[src/logic/mac_consts.svh]
// constants for the multiplier accumulator: widths, bit positions, map
`ifndef MAC_CONSTS_SVH
`define MAC_CONSTS_SVH
`define MAC_OPND_W      16
`define MAC_ACC_W       35
`define MAC_EXT_W       3
`define MAC_WORD_W      16
`define MAC_ROUND_BIT   15
`define MAC_ADR_W       3
`define MAC_DATA_W      32
`define MAC_REG_CTRL    3'h0
`define MAC_REG_ACC_LO  3'h1
`define MAC_REG_ACC_EXT 3'h2
`define MAC_REG_OPND    3'h3
`define MAC_REG_INSTR   3'h4
`define MAC_CTRL_HOLD   0
`define MAC_SEC_LOW     0
`define MAC_SEC_UPPER   1
`define MAC_SEC_EXT     2
`endif

[src/logic/mac_pkg.sv]
// types shared by the multiplier accumulator modules
`include "mac_consts.svh"
package mac_pkg;
  typedef struct packed {
    logic signed_select;
    logic round_enable;
    logic sum_mode_select;
    logic minus_select;
  } mac_instr_t;
  typedef struct packed {
    logic [`MAC_EXT_W-1:0]  ext;
    logic [`MAC_WORD_W-1:0] upper;
    logic [`MAC_WORD_W-1:0] low;
  } mac_acc_t;
  // pin bundle that crosses into the CLK domain
  typedef struct packed {
    logic                   x_clk;
    logic                   y_clk;
    logic                   p_clk;
    mac_instr_t             instr;
    logic                   load_mode;
    logic [2:0]             sec_en;
    logic [`MAC_OPND_W-1:0] x_data;
    logic [`MAC_OPND_W-1:0] y_data;
    logic [`MAC_EXT_W-1:0]  ext_data;
    logic [`MAC_WORD_W-1:0] upper_data;
  } mac_pins_t;
  typedef enum logic [1:0] {
    MAC_OP_LOAD    = 2'b00,
    MAC_OP_ADD     = 2'b01,
    MAC_OP_SUB     = 2'b10,
    MAC_OP_PRELOAD = 2'b11
  } mac_op_t;
  typedef enum logic {
    MAC_BUS_IDLE = 1'b0,
    MAC_BUS_DONE = 1'b1
  } mac_bus_t;
  typedef struct packed {
    logic [2:0]             clk_prev;
    logic [`MAC_OPND_W-1:0] x_reg;
    logic [`MAC_OPND_W-1:0] y_reg;
    mac_instr_t             instr;
    mac_acc_t               acc;
    logic [2:0]             oe;
    logic                   hold;
    mac_bus_t               bus;
    logic [`MAC_DATA_W-1:0] rdata;
  } mac_state_t;
endpackage : mac_pkg

[src/logic/mac_sync.sv]
// two-flop synchroniser for a vector of pin levels
`timescale 1ns/100ps
module mac_sync #(
  parameter int WIDTH = 8
) (
  input  wire logic             clk,
  input  wire logic             reset_n,
  input  wire logic [WIDTH-1:0] din,
  output logic      [WIDTH-1:0] dout
);
  typedef struct packed {
    logic [WIDTH-1:0] s1;
    logic [WIDTH-1:0] s2;
  } mac_sync_t;
  mac_sync_t r;
  mac_sync_t next_r;
  // first stage feeds only the second stage
  always_comb begin
    next_r    = r;
    next_r.s1 = din;
    next_r.s2 = r.s1;
  end
  always_ff @(posedge clk or negedge reset_n) begin
    if (!reset_n) begin
      r <= '0;
    end else begin
      r <= next_r;
    end
  end
  assign dout = r.s2;
endmodule : mac_sync

[src/logic/mac_mult.sv]
// 16x16 multiplier with rounding and extension to accumulator width
`timescale 1ns/100ps
`include "mac_consts.svh"
module mac_mult (
  input  wire logic [`MAC_OPND_W-1:0] x,
  input  wire logic [`MAC_OPND_W-1:0] y,
  input  wire logic                   signed_select,
  input  wire logic                   round_enable,
  output logic      [`MAC_ACC_W-1:0]  product
);
  logic signed [`MAC_OPND_W:0]     xe;
  logic signed [`MAC_OPND_W:0]     ye;
  logic signed [2*`MAC_OPND_W+1:0] raw;
  logic        [`MAC_ACC_W-1:0]    round_add;
  // one extra top bit makes a single signed multiplier serve both modes
  always_comb begin
    xe  = {signed_select & x[`MAC_OPND_W-1], x};
    ye  = {signed_select & y[`MAC_OPND_W-1], y};
    raw = xe * ye;
    round_add = '0;
    round_add[`MAC_ROUND_BIT] = round_enable;
    // unsigned products never set the top bit, so this is also zero fill
    product = {raw[2*`MAC_OPND_W+1], raw} + round_add;
  end
endmodule : mac_mult

[src/logic/mac_core.sv]
// 16x16 multiplier accumulator core with pin sampling and register bus
//
// Design decisions made here: the Avalon-MM register port and the placing of the registers.
`timescale 1ns/100ps
`include "mac_consts.svh"
module mac_core (
  input  wire logic                   CLK,
  input  wire logic                   RESET_N,
  input  wire logic [`MAC_OPND_W-1:0] X_IN,
  input  wire logic [`MAC_WORD_W-1:0] LOW_IN,
  output logic      [`MAC_WORD_W-1:0] LOW_OUT,
  output logic                        LOW_OE,
  input  wire logic [`MAC_WORD_W-1:0] UPPER_IN,
  output logic      [`MAC_WORD_W-1:0] UPPER_OUT,
  output logic                        UPPER_OE,
  input  wire logic [`MAC_EXT_W-1:0]  EXT_IN,
  output logic      [`MAC_EXT_W-1:0]  EXT_OUT,
  output logic                        EXT_OE,
  input  wire logic                   SIGNED_SELECT,
  input  wire logic                   ROUND_ENABLE,
  input  wire logic                   SUM_MODE_SELECT,
  input  wire logic                   MINUS_SELECT,
  input  wire logic                   PORT_LOAD_MODE,
  input  wire logic                   EXT_PORT_ENABLE,
  input  wire logic                   UPPER_PORT_ENABLE,
  input  wire logic                   LOW_PORT_ENABLE,
  input  wire logic                   X_OPERAND_CLOCK,
  input  wire logic                   Y_OPERAND_CLOCK,
  input  wire logic                   PRODUCT_CLOCK,
  input  wire logic [`MAC_ADR_W-1:0]  AVS_ADDRESS,
  input  wire logic                   AVS_READ,
  input  wire logic                   AVS_WRITE,
  input  wire logic [3:0]             AVS_BYTEENABLE,
  input  wire logic [`MAC_DATA_W-1:0] AVS_WRITEDATA,
  output logic      [`MAC_DATA_W-1:0] AVS_READDATA,
  output logic                        AVS_WAITREQUEST
);

  mac_pkg::mac_pins_t  pin_raw;
  mac_pkg::mac_pins_t  s;
  mac_pkg::mac_state_t r;
  mac_pkg::mac_state_t next_r;
  mac_pkg::mac_op_t    op;
  logic [`MAC_ACC_W-1:0] product;
  logic [`MAC_ACC_W-1:0] acc_flat;
  logic [`MAC_ACC_W-1:0] acc_sum;
  logic [`MAC_ACC_W-1:0] acc_diff;
  logic [`MAC_DATA_W-1:0] rd_mux;
  logic x_rise;
  logic y_rise;
  logic p_rise;
  logic p_go;
  logic bus_req;
  logic wr_take;

  // gather every pin level except clock, reset and the bus into one bundle before the crossing
  always_comb begin
    pin_raw                       = '0;
    pin_raw.x_clk                 = X_OPERAND_CLOCK;
    pin_raw.y_clk                 = Y_OPERAND_CLOCK;
    pin_raw.p_clk                 = PRODUCT_CLOCK;
    pin_raw.instr.signed_select   = SIGNED_SELECT;
    pin_raw.instr.round_enable    = ROUND_ENABLE;
    pin_raw.instr.sum_mode_select = SUM_MODE_SELECT;
    pin_raw.instr.minus_select    = MINUS_SELECT;
    pin_raw.load_mode             = PORT_LOAD_MODE;
    pin_raw.sec_en[`MAC_SEC_EXT]   = EXT_PORT_ENABLE;
    pin_raw.sec_en[`MAC_SEC_UPPER] = UPPER_PORT_ENABLE;
    pin_raw.sec_en[`MAC_SEC_LOW]   = LOW_PORT_ENABLE;
    pin_raw.x_data                = X_IN;
    pin_raw.y_data                = LOW_IN;
    pin_raw.ext_data              = EXT_IN;
    pin_raw.upper_data            = UPPER_IN;
  end

  // data and clocks share one delay, so setup relations at the pins
  // survive the crossing; pin clocks must stay well below CLK/4
  mac_sync #(
    .WIDTH ($bits(mac_pkg::mac_pins_t))
  ) u_sync (
    .clk     (CLK),
    .reset_n (RESET_N),
    .din     (pin_raw),
    .dout    (s)
  );

  // multiplier works on the registered operands and instruction
  mac_mult u_mult (
    .x             (r.x_reg),
    .y             (r.y_reg),
    .signed_select (r.instr.signed_select),
    .round_enable  (r.instr.round_enable),
    .product       (product)
  );

  // rising edges of the sampled pin clocks become one-cycle enables
  always_comb begin
    x_rise = s.x_clk & ~r.clk_prev[2];
    y_rise = s.y_clk & ~r.clk_prev[1];
    p_rise = s.p_clk & ~r.clk_prev[0];
    p_go   = p_rise & ~r.hold;
  end

  // accumulator function selected at the product clock edge
  always_comb begin
    if (s.load_mode) begin
      op = mac_pkg::MAC_OP_PRELOAD;
    end else if (!r.instr.sum_mode_select) begin
      op = mac_pkg::MAC_OP_LOAD;
    end else if (r.instr.minus_select) begin
      op = mac_pkg::MAC_OP_SUB;
    end else begin
      op = mac_pkg::MAC_OP_ADD;
    end
  end

  // both results stay 35 bits; overflow wraps, there is no saturation
  always_comb begin
    acc_flat = r.acc;
    acc_sum  = product + acc_flat;
    acc_diff = product - acc_flat;
  end

  // bus request and register read mux
  always_comb begin
    bus_req = AVS_READ | AVS_WRITE;
    wr_take = AVS_WRITE & (r.bus == mac_pkg::MAC_BUS_DONE);
    rd_mux  = '0;
    if (AVS_ADDRESS == `MAC_REG_CTRL) begin
      rd_mux[`MAC_CTRL_HOLD] = r.hold;
    end else if (AVS_ADDRESS == `MAC_REG_ACC_LO) begin
      rd_mux = {r.acc.upper, r.acc.low};
    end else if (AVS_ADDRESS == `MAC_REG_ACC_EXT) begin
      rd_mux[`MAC_EXT_W-1:0] = r.acc.ext;
    end else if (AVS_ADDRESS == `MAC_REG_OPND) begin
      rd_mux = {r.x_reg, r.y_reg};
    end else if (AVS_ADDRESS == `MAC_REG_INSTR) begin
      rd_mux[3:0] = r.instr;
    end else begin
      rd_mux = '0;                     // unmapped reads as zero
    end
  end

  // next state of the whole core
  always_comb begin
    next_r          = r;
    next_r.clk_prev = {s.x_clk, s.y_clk, s.p_clk};
    // operand and instruction capture
    if (x_rise) begin
      next_r.x_reg = s.x_data;
    end
    if (y_rise) begin
      next_r.y_reg = s.y_data;
    end
    if (x_rise | y_rise) begin
      next_r.instr = s.instr;
    end
    // accumulator update, only on a product clock edge
    if (p_go) begin
      case (op)
        mac_pkg::MAC_OP_LOAD: begin
          next_r.acc = product;
        end
        mac_pkg::MAC_OP_ADD: begin
          next_r.acc = acc_sum;
        end
        mac_pkg::MAC_OP_SUB: begin
          next_r.acc = acc_diff;
        end
        default: begin
          // host keeps the pins steady over this edge
          if (s.sec_en[`MAC_SEC_EXT]) begin
            next_r.acc.ext = s.ext_data;
          end
          if (s.sec_en[`MAC_SEC_UPPER]) begin
            next_r.acc.upper = s.upper_data;
          end
          if (s.sec_en[`MAC_SEC_LOW]) begin
            next_r.acc.low = s.y_data;
          end
          // sections left disabled keep their value
        end
      endcase
    end
    // registered output enables, off for the whole preload
    next_r.oe = ~s.sec_en & {3{~s.load_mode}};
    // bus: one wait cycle, then answer
    case (r.bus)
      mac_pkg::MAC_BUS_IDLE: begin
        if (bus_req) begin
          next_r.bus   = mac_pkg::MAC_BUS_DONE;
          next_r.rdata = AVS_READ ? rd_mux : '0;
        end
      end
      default: begin
        next_r.bus = mac_pkg::MAC_BUS_IDLE;
        if (wr_take && AVS_ADDRESS == `MAC_REG_CTRL && AVS_BYTEENABLE[0]) begin
          next_r.hold = AVS_WRITEDATA[`MAC_CTRL_HOLD];
        end
      end
    endcase
  end

  // single register stage for all state
  always_ff @(posedge CLK or negedge RESET_N) begin
    if (!RESET_N) begin
      r <= '0;
    end else begin
      r <= next_r;
    end
  end

  // outputs straight from flip-flops, except waitrequest below
  assign EXT_OUT         = r.acc.ext;
  assign UPPER_OUT       = r.acc.upper;
  assign LOW_OUT         = r.acc.low;
  assign EXT_OE          = r.oe[`MAC_SEC_EXT];
  assign UPPER_OE        = r.oe[`MAC_SEC_UPPER];
  assign LOW_OE          = r.oe[`MAC_SEC_LOW];
  assign AVS_READDATA    = r.rdata;
  // waitrequest is combinational so a master sees it in the request cycle
  assign AVS_WAITREQUEST = bus_req & (r.bus == mac_pkg::MAC_BUS_IDLE);
endmodule : mac_core

[config.mk]
export PLATFORM = sky130hd
export DESIGN_NAME = mac_core
export DESIGN_NICKNAME = d
export VERILOG_FILES = /design/src/logic/mac_pkg.sv /design/src/logic/mac_sync.sv /design/src/logic/mac_mult.sv /design/src/logic/mac_core.sv
export VERILOG_INCLUDE_DIRS = /design/src /design/src/logic
export SDC_FILE = /design/constraint.sdc
export NUM_CORES = 1
export LEC_CHECK = 0
export BUFFER_PORTS_ARGS = -buffer_cell sky130_fd_sc_hd__buf_2
export CORE_UTILIZATION = 60
export CTS_BUF_LIST = sky130_fd_sc_hd__clkbuf_8 sky130_fd_sc_hd__clkbuf_16
export DETAILED_ROUTE_END_ITERATION = 12
export GPL_ROUTABILITY_DRIVEN = 1
export GPL_TIMING_DRIVEN = 0
export PLACE_DENSITY_LB_ADDON = 0.08
export SYNTH_ARGS = -nofsm -noshare
export SYNTH_HDL_FRONTEND = slang
export SYNTH_SLANG_ARGS = --single-unit
[constraint.sdc]
create_clock -name CLK -period 10.3 [get_ports CLK]
set_clock_uncertainty 0.05 [all_clocks]
set_input_delay 2.06 -clock CLK [delete_from_list [all_inputs] [get_ports CLK]]
set_output_delay 2.06 -clock CLK [all_outputs]
set_load 0.1 [all_outputs]
Yosys cells after proc, flatten, opt, wreduce, memory -nomap -nowiden:

Cells that the tools add are included.

* bits in registers: 235
* logic and storage cells: 73

* add/subtract/negate cells: 3
* multiply operators: 1
* equal/unequal tests: 6
* muxes and demuxes: 17
* bitwise gates (word level): 18
* reductions and logical operators: 12

Operator list (count)
* 35-bit one-hot mux with 3 select lines: 1
* 32-bit 2-to-1 mux: 3
* 34-bit by 17-bit adder with 35-bit output: 1
* 35-bit adder: 1
* 35-bit subtractor: 1
* 17-bit by 17-bit multiplier with 34-bit output: 1
* 33-bit 2-to-1 mux: 1
* 16-bit 2-to-1 mux: 2
* 31-bit 2-to-1 mux: 1
* 29-bit 2-to-1 mux: 1
* 4-bit nonzero test: 3
* 2-bit AND reduction: 5
* 1-bit bitwise AND: 8
* 3-bit by 2-bit equality test with 1-bit output (second input constant): 2
* 2-bit 2-to-1 mux: 3
* 3-bit 2-to-1 mux: 2
* 1-bit NOT: 6
* 4-bit 2-to-1 mux: 1
* 3-bit bitwise AND: 1
* 3-bit by 1-bit equality test with 1-bit output (second input constant): 1
* 3-bit equality test (second input constant): 1
* 3-bit zero test: 1
* 3-bit NOT: 1
* 2-bit by 1-bit equality test with 1-bit output (second input constant): 1
* 5 further kinds: 8

Longest topological paths before layout:

Gate-level depths: netlist of the first run.

* word-level depth: 9
* gate-level depth with buffers: 36
* mapped depth without buffers: 35

Modules after synthesis:

Synthesis of the first run repeated with hierarchy kept, for this count alone.

* cell total of the unflattened synthesis: 2320
* area total of the unflattened synthesis: 22571.6 um^2

Modules (own cells, without submodules)
* mac_mult: times used 1, cells an instance 1270, area each 11363.4 um^2
* mac_core: times used 1, cells an instance 926, area each 8105.3 um^2
* mac_sync: times used 1, cells an instance 124, area each 3103.0 um^2

Least setup slack after synthesis of the first run:

Ideal clock, no wire load.

* path type: flip-flop to flip-flop
* start: register r[107] in the netlist's numbering
* end: register r, in the netlist EXT_OUT[2]
* setup time: 0.074 ns
* data arrival time: 7.967 ns
* setup slack: 2.209 ns
* stages on the path, launching flop included: 37
* cell sequence: dfrtp_1 clkbuf_1 and2_1 clkbuf_1 nand2_1 inv_1 fa_1 fa_1 inv_1 fa_1 inv_1 fa_1 fa_1 inv_1 fa_1 inv_1 ha_1 clkbuf_1 nand3_1 nor2_1 a221o_1 a41o_1 a21o_1 a21o_1 a21o_1 a21oi_1 xnor2_1 ha_1 a21o_1 a21o_1 a21oi_1 o31ai_4 a31oi_4 o2111ai_2 xnor3_1 o211a_1 a21oi_2

* longest elaborated chain between the ends: 5
* elaborated cells between the ends (all ways): 6

RTL lines
* from (decl): RTL line mac_core.sv:41 `mac_pkg::mac_state_t r;`
* from (signal assigned): RTL line mac_core.sv:209 `r <= next_r;`
* 1-bit bitwise AND: RTL line mac_mult.sv:17 `` xe = {signed_select & x[`MAC_OPND_W-1], x}; ``
* 17-bit by 17-bit multiplier with 34-bit output *: RTL line mac_mult.sv:19 `raw = xe * ye;`
* 34-bit by 17-bit adder with 35-bit output *: RTL line mac_mult.sv:23 `` product = {raw[2*`MAC_OPND_W+1], raw} + round_add; ``
* 35-bit subtractor / 35-bit adder (equally long branches): RTL line mac_core.sv:121, mac_core.sv:120
* 35-bit one-hot mux with 3 select lines *: RTL line mac_core.sv:160 `case (op)`

Every way passes the cells marked *; elsewhere a longest branch is shown, timed or not.
A chain may end at the register's enable or synchronous reset.

Worst setup path after layout of the first run:

* start: register r[78] in the netlist's numbering
* end: register r, in the netlist EXT_OUT[2]

* longest elaborated chain between the ends: 4
* elaborated cells between the ends (all ways): 5

RTL lines (RTL line)
* 17-bit by 17-bit multiplier with 34-bit output *: mac_mult.sv:19
* 34-bit by 17-bit adder with 35-bit output *: mac_mult.sv:23
* 35-bit subtractor / 35-bit adder (equally long branches): mac_core.sv:121, mac_core.sv:120
* 35-bit one-hot mux with 3 select lines *: mac_core.sv:160

Marked as above.

==> metrics.txt, run 1 <==
CTS root buf clkbuf_16; Worst Reg-to-Reg Cells 30; Inserted Clock Buffers 23; Synth top cells by count inv_1 (346), fa_1 (303), nand2_1 (238); Buf/Inv on CP 5; most common cell in the netlist inv_1; Max Cap Violations 0; Fillers 3041; Wirelength per Cell 20.7 µm; drt drc 0; sequential share of the synthesized area 26.5%; syn avg cell area 9.81 µm²; post-layout instance area 24400 µm²; flop2flop setup slack 410 ps; CTS Sinks 235; area grow syn2layout 9.77%; number of gates resized after CTS 0; crit-path most repeated cell fa_1; Worst Max-Slew Pin Slew 1020 ps; # H-tree levels 1; Primary FF master, synth dfrtp_1; Setup Fix Bufs, Post-CTS 0; via count 16800; hold endpoint u_sync.dout[18]; #FFs+latches synth 235; die height 194 µm; antenna viol nets, final 0; largest net degree at the start of global routing 95; Placed Area 23600 µm²; critical path capture point type register; CP Data Arrival Time 10310 ps; core area 36500 µm²; crit-path leading delay family adder cells; hold buffer count at CTS 0; endpoints failing setup 0; DP HPWL 48900 µm; CTS tree built; Yosys top cell area share 27.3%; CP startpoint kind register; Yosys cell types 70; Worst path slowest cell nor4_1; HP Start u_sync.next_r[18]; Synth area leader fa_1; Pre-Repair DR Iteration Count 5; Tot GR Track Use 33.2%; RSZ-0062 raised after global routing no; nets 2965; top cells by area, synth fa_1 (27%), dfrtp_1 (26%), ha_1 (7.0%), inv_1 (5.8%), nand2_1 (4.0%); final worst-path cycle share 96.0%; crit path kind reg -> reg; total wire length 60300 µm; status finished, final reports clean; Site Rows 70; final core utilization 66.8%; Overflow after GRT 0; vias in the first global route 17100; initial DRC count 1208; Max-slew headroom 31.8%; layout cells sized above 1 12.3%; Post-synth EDFFs 0; number of cells on the worst hold path 0; first-pass GRT wire length 95900 µm; Sum Neg Setup Slack 0 ps; final hold vios 0; I/O pin cnt 176; Initial Util 60.9%; Tightest Hold Check Type reg -> reg; Net Count, Synth 2798; Die ar. 37800 µm²; vias per cell 5.76; Fmax achieved 101 MHz; Post-Syn Area 22200 µm²; Clock Path Buffers 3; Final min period 9890 ps; Gate Count Post-Synth 2266; reg2reg end EXT_OUT[2]; chip width 194 µm; max incr delay on CP 740 ps; Min Hold Slack 296 ps; synth warn 0; Skew-Pair Late Insertion Delay 530 ps; Final Wtd Congestion 0.959; async set or reset register ratio after synthesis 100%; initial antenna violation count 2; Worst Path Max Fanout 10; Worst-path clk slew 60 ps; Reg-to-Reg Start r[78]; max-slew violations 0; worst path required time 10710 ps; Port Buf Inserts 140
[cell families (layout without fill, tap and decap cells)]
| kind of cell | after synthesis | count (layout) | share of synthesized area [%] |
|---|---|---|---|
| other | 0 | 1 | 0 |
| buffers and inverters | 533 | 716 | 10.1 |
| DFF | 235 | 235 | 26.5 |
| muxes | 38 | 38 | 1.91 |
| AOI/OAI and AO/OA | 373 | 373 | 10.8 |
| and+or+nand+nor | 556 | 556 | 12.1 |
| xor gates and xnor gates | 104 | 104 | 4.34 |
| adders and majority gates | 427 | 427 | 34.3 |
[per-stage QoR]
stage | worst slack [ps] | std cells
after floorplan | 2210 | 2266
after global placement | 673 | 2874
after detailed placement | 559 | 2876
after CTS | 517 | 2917
after global routing | 20.5 | 2917
final | 407 | 2918
[layout by cell type, fill, tap and decap left out, types with 5 or more instances in the layout]
cell type / Yosys / layout
or3_1: 5 / 5
clkbuf_16: 0 / 23
a31oi_1: 16 / 16
a21oi_1: 99 / 99
buf_2: 2 / 141
o21ai_1: 5 / 5
ha_1: 124 / 124
nand2_1: 238 / 238
a221o_1: 15 / 15
o21a_1: 8 / 8
and2_1: 138 / 138
a21o_1: 26 / 26
clkbuf_1: 113 / 113
buf_4: 67 / 67
nor3_1: 12 / 12
o31ai_1: 7 / 7
o21ai_0: 104 / 104
inv_1: 346 / 349
fa_1: 303 / 303
xnor2_1: 76 / 76
o2111ai_1: 5 / 5
buf_1: 5 / 5
mux2_2: 35 / 35
a22oi_1: 30 / 30
xor2_1: 24 / 24
nor2b_1: 9 / 9
bufinv_16: 0 / 5
nand2b_1: 16 / 16
nand3_1: 25 / 25
nand4_1: 8 / 8
a221oi_1: 15 / 15
dfrtp_1: 235 / 235
nor2_1: 73 / 73
nor4_1: 5 / 5
and3_1: 10 / 10
o21bai_1: 11 / 11
[worst max path at each step]
stage	startpoint	to	slack (ps)	cells past startpoint
after floorplan	r[107]	EXT_OUT[2]	2210	36
after global placement	r[78]	EXT_OUT[2]	670	30
after detailed placement	r[78]	EXT_OUT[2]	560	30
after CTS	r[78]	EXT_OUT[2]	520	30
after global routing	r[78]	EXT_OUT[2]	20	30
final	r[78]	EXT_OUT[2]	410	30
[worst register-to-register path, delay by kind of cell, from the launching register on]
kind / cells / cell delay (ps)
fa+ha+maj: 8 / 3850
compound gates: 11 / 2560
buf+inv: 5 / 1430
simple gates: 4 / 1110
xor+xnor: 2 / 530
flops: 1 / 320
[cell type report]
class | instances | area [µm²] | area share (%)
multi-input combinational | 1498 | 14100 | 57.8
sequential | 235 | 5880 | 24.1
inverter | 346 | 1300 | 5.32
buffer | 187 | 956 | 3.92
timing repair buffer | 142 | 766 | 3.14
clock buffer | 25 | 603 | 2.47
tap | 468 | 586 | 2.40
clock inverter | 16 | 215 | 0.882
antenna | 1 | 2.50 | 0.0103
[registers in the layout (all words and copies together) (netlist names)]
signal,cells
EXT_OUT,3
LOW_OUT,16
EXT_OE,1
u_sync.next_r,62
u_sync.dout,62
LOW_OE,1
r,41
AVS_READDATA,32
UPPER_OUT,16
UPPER_OE,1
[routing by layer]
metal,vias up,wire length (µm),track usage [%]
met5,-,0,0
li1,7479,-,-
met4,0,2140,10.3
met3,109,4360,4.74
met2,649,28200,53.1
met1,8572,25600,47.2
Power of run 1 is not shown: default switching activity piles up to over one toggle a cycle in this logic, so the estimate is an artifact.
==> inputs of run 2 (changes only) <==
--- a/config.mk
+++ b/config.mk
@@ -6,12 +6,12 @@
 export SDC_FILE = /design/constraint.sdc
 export NUM_CORES = 1
 export LEC_CHECK = 0
-export BUFFER_PORTS_ARGS = -buffer_cell sky130_fd_sc_hd__buf_2
 export CORE_UTILIZATION = 60
 export CTS_BUF_LIST = sky130_fd_sc_hd__clkbuf_8 sky130_fd_sc_hd__clkbuf_16
 export DETAILED_ROUTE_END_ITERATION = 12
+export DONT_BUFFER_PORTS = 1
 export GPL_ROUTABILITY_DRIVEN = 1
-export GPL_TIMING_DRIVEN = 0
+export GPL_TIMING_DRIVEN = 1
 export PLACE_DENSITY_LB_ADDON = 0.08
 export SYNTH_ARGS = -nofsm -noshare
 export SYNTH_HDL_FRONTEND = slang
==> run 2 against run 1 <==
Hold slack better by 0.83 ps. Sequential cell count unchanged. Final cell count decreased by 9.7%. Via count down 8.9%. Critical path depth grew 1. Non-clock buffer count is 282 lower. Register-to-register slack improved by 760 ps. Global-route usage is 2.7 points lower. Sequential share of layout area increased by 1.5 points. Routed wire length decreased by 8.3%. Worst setup slack better by 760 ps. Critical path type unchanged. Highest routed layer is now met5.
==> metrics.txt, run 2 (synthesis results as in run 1) <==
Site Rows 70 (unchanged); largest net degree at the start of global routing 236 (was 95); first-pass GRT wire length 88900 µm (was 95900 µm); CP startpoint kind register (unchanged); most frequent cells in the layout inv_1 (347), fa_1 (303), nand2_1 (238), dfrtp_1 (235), and2_1 (138) (was inv_1 (349), fa_1 (303), nand2_1 (238), dfrtp_1 (235), buf_2 (141)); Tightest Hold Check Type reg -> reg (unchanged); Inserted Clock Buffers 22 (was 23); endpoints failing setup 0 (unchanged); # H-tree levels 1 (unchanged); Pre-Repair DR Iteration Count 5 (unchanged); total wire length 55300 µm (was 60300 µm); critical path capture point type register (unchanged); antenna viol nets, final 0 (unchanged); Skew-Pair Late Insertion Delay 540 ps (was 530 ps); I/O pin cnt 176 (unchanged); Min Hold Slack 297 ps (was 296 ps); CP Data Arrival Time 9550 ps (was 10310 ps); GRT met1 Usage 41.8% (was 47.2%); via count 15300 (was 16800); leading cell type in the layout, fill and taps excluded inv_1 (unchanged); Worst Reg-to-Reg Cells 31 (was 30); drt drc 0 (unchanged); Worst Path Max Fanout 9 (was 10); number of gates resized after CTS 0 (unchanged); DP HPWL 42800 µm (was 48900 µm); crit-path leading delay family adder cells (unchanged); Final min period 9140 ps (was 9890 ps); chip width 194 µm (unchanged); final core utilization 62.8% (was 66.8%); met2 usage 49.0% (was 53.1%); Worst path slowest cell nor4_1 (unchanged); Fmax achieved 109 MHz (was 101 MHz); nets 2682 (was 2965); Reg area 5880 µm² (unchanged); die height 194 µm (unchanged); Max Cap Violations 0 (unchanged); Die ar. 37800 µm² (unchanged); status finished, final reports clean (unchanged); vias per cell 5.81 (was 5.76); hold endpoint u_sync.dout[43] (was u_sync.dout[18]); Tot GR Track Use 30.6% (was 33.2%); Levels on crit path 31 (was 30); footprint of the multi-input gates 14100 µm² (about the same); HP Start u_sync.next_r[43] (was u_sync.next_r[18]); crit path kind reg -> reg (unchanged); number of cells on the worst hold path 0 (unchanged); Clock Path Buffers 3 (unchanged); Placed Area 22200 µm² (was 23600 µm²); core area 36500 µm² (unchanged); Setup Fix Bufs, Post-CTS 0 (unchanged); RSZ-0062 raised after global routing no (unchanged); vias in the first global route 16000 (was 17100); Overflow after GRT 0 (unchanged); worst path required time 10710 ps (about the same); global routing usage on met3 5.45% (was 4.74%); Wirelength per Cell 21.0 µm (was 20.7 µm); max incr delay on CP 670 ps (was 740 ps); max-slew violations 0 (unchanged); flop2flop setup slack 1160 ps (was 410 ps); area grow syn2layout 3.23% (was 9.77%); post-layout instance area 22900 µm² (was 24400 µm²); final worst-path cycle share 88.7% (was 96.0%); Final Wtd Congestion 0.928 (was 0.959); reg2reg end EXT_OUT[2] (unchanged); initial antenna violation count 5 (was 2); hold buffer count at CTS 0 (unchanged); Sum Neg Setup Slack 0 ps (unchanged); Worst Max-Slew Pin Slew 1180 ps (was 1020 ps); Worst-path clk slew 70 ps (was 60 ps); CTS tree built (unchanged); crit-path most repeated cell fa_1 (unchanged); Initial Util 60.9% (unchanged); Port Buf Inserts 0 (was 140); layout cells sized above 1 6.56% (was 12.3%); Fillers 3028 (was 3041); final hold vios 0 (unchanged); initial DRC count 1107 (was 1208); CTS root buf clkbuf_16 (unchanged); Most Crowded Layer GR met2 (unchanged); Buf/Inv on CP 5 (unchanged); Reg-to-Reg Start r[75] (was r[78]); CTS Sinks 235 (unchanged); Max-slew headroom 21.5% (was 31.8%)
==> run 2: layer usage <==
metal | share of wire [%] | wire (µm) | vias up
li1 | - | - | 6901
met1 | 42 | 23100 | 7797
met2 | 47 | 25900 | 497
met3 | 7.2 | 4000 | 114
met4 | 4.2 | 2330 | 2
met5 | 0.013 | 7 | -
==> run 2: worst reg2reg max path: cells and delay by family, from the launching register on <==
kind / cells / cell delay, ps
AND/OR/NAND/NOR: 4 / 1490
AO/OA/AOI/OAI: 12 / 2420
buffers and inverters: 5 / 380
XOR/XNOR: 2 / 460
adder cells (fa/ha/maj): 8 / 3690
flip-flops: 1 / 590
==> run 2: how the worst max path moves through the flow <==
stage,startpoint,endpoint
global route,r[75],EXT_OUT[2]
finish,r[75],EXT_OUT[2]
CTS,r[75],EXT_OUT[2]
floorplan,r[107],EXT_OUT[2]
global placement,r[75],EXT_OUT[2]
detailed placement,r[75],EXT_OUT[2]
==> run 2: area by class of cell <==
class	count	share of cell area [%]
Clock inverter	11	0.349
Timing Repair Buffer	47	1.54
Inverter	346	5.66
Antenna cell	3	0.0327
Clock buffer	28	2.76
Multi-Input combinational cell	1498	61.5
Sequential cell	235	25.6
Tap cell	468	2.55
==> run 2: metrics by stage <==
stage	std cells	worst slack (ps)
floorplan	2266	2210
detailed placement	2594	1250
finish	2636	1160
CTS	2633	1210
global placement	2594	1280
global route	2633	786
Power of run 2 is left out for the same reason.
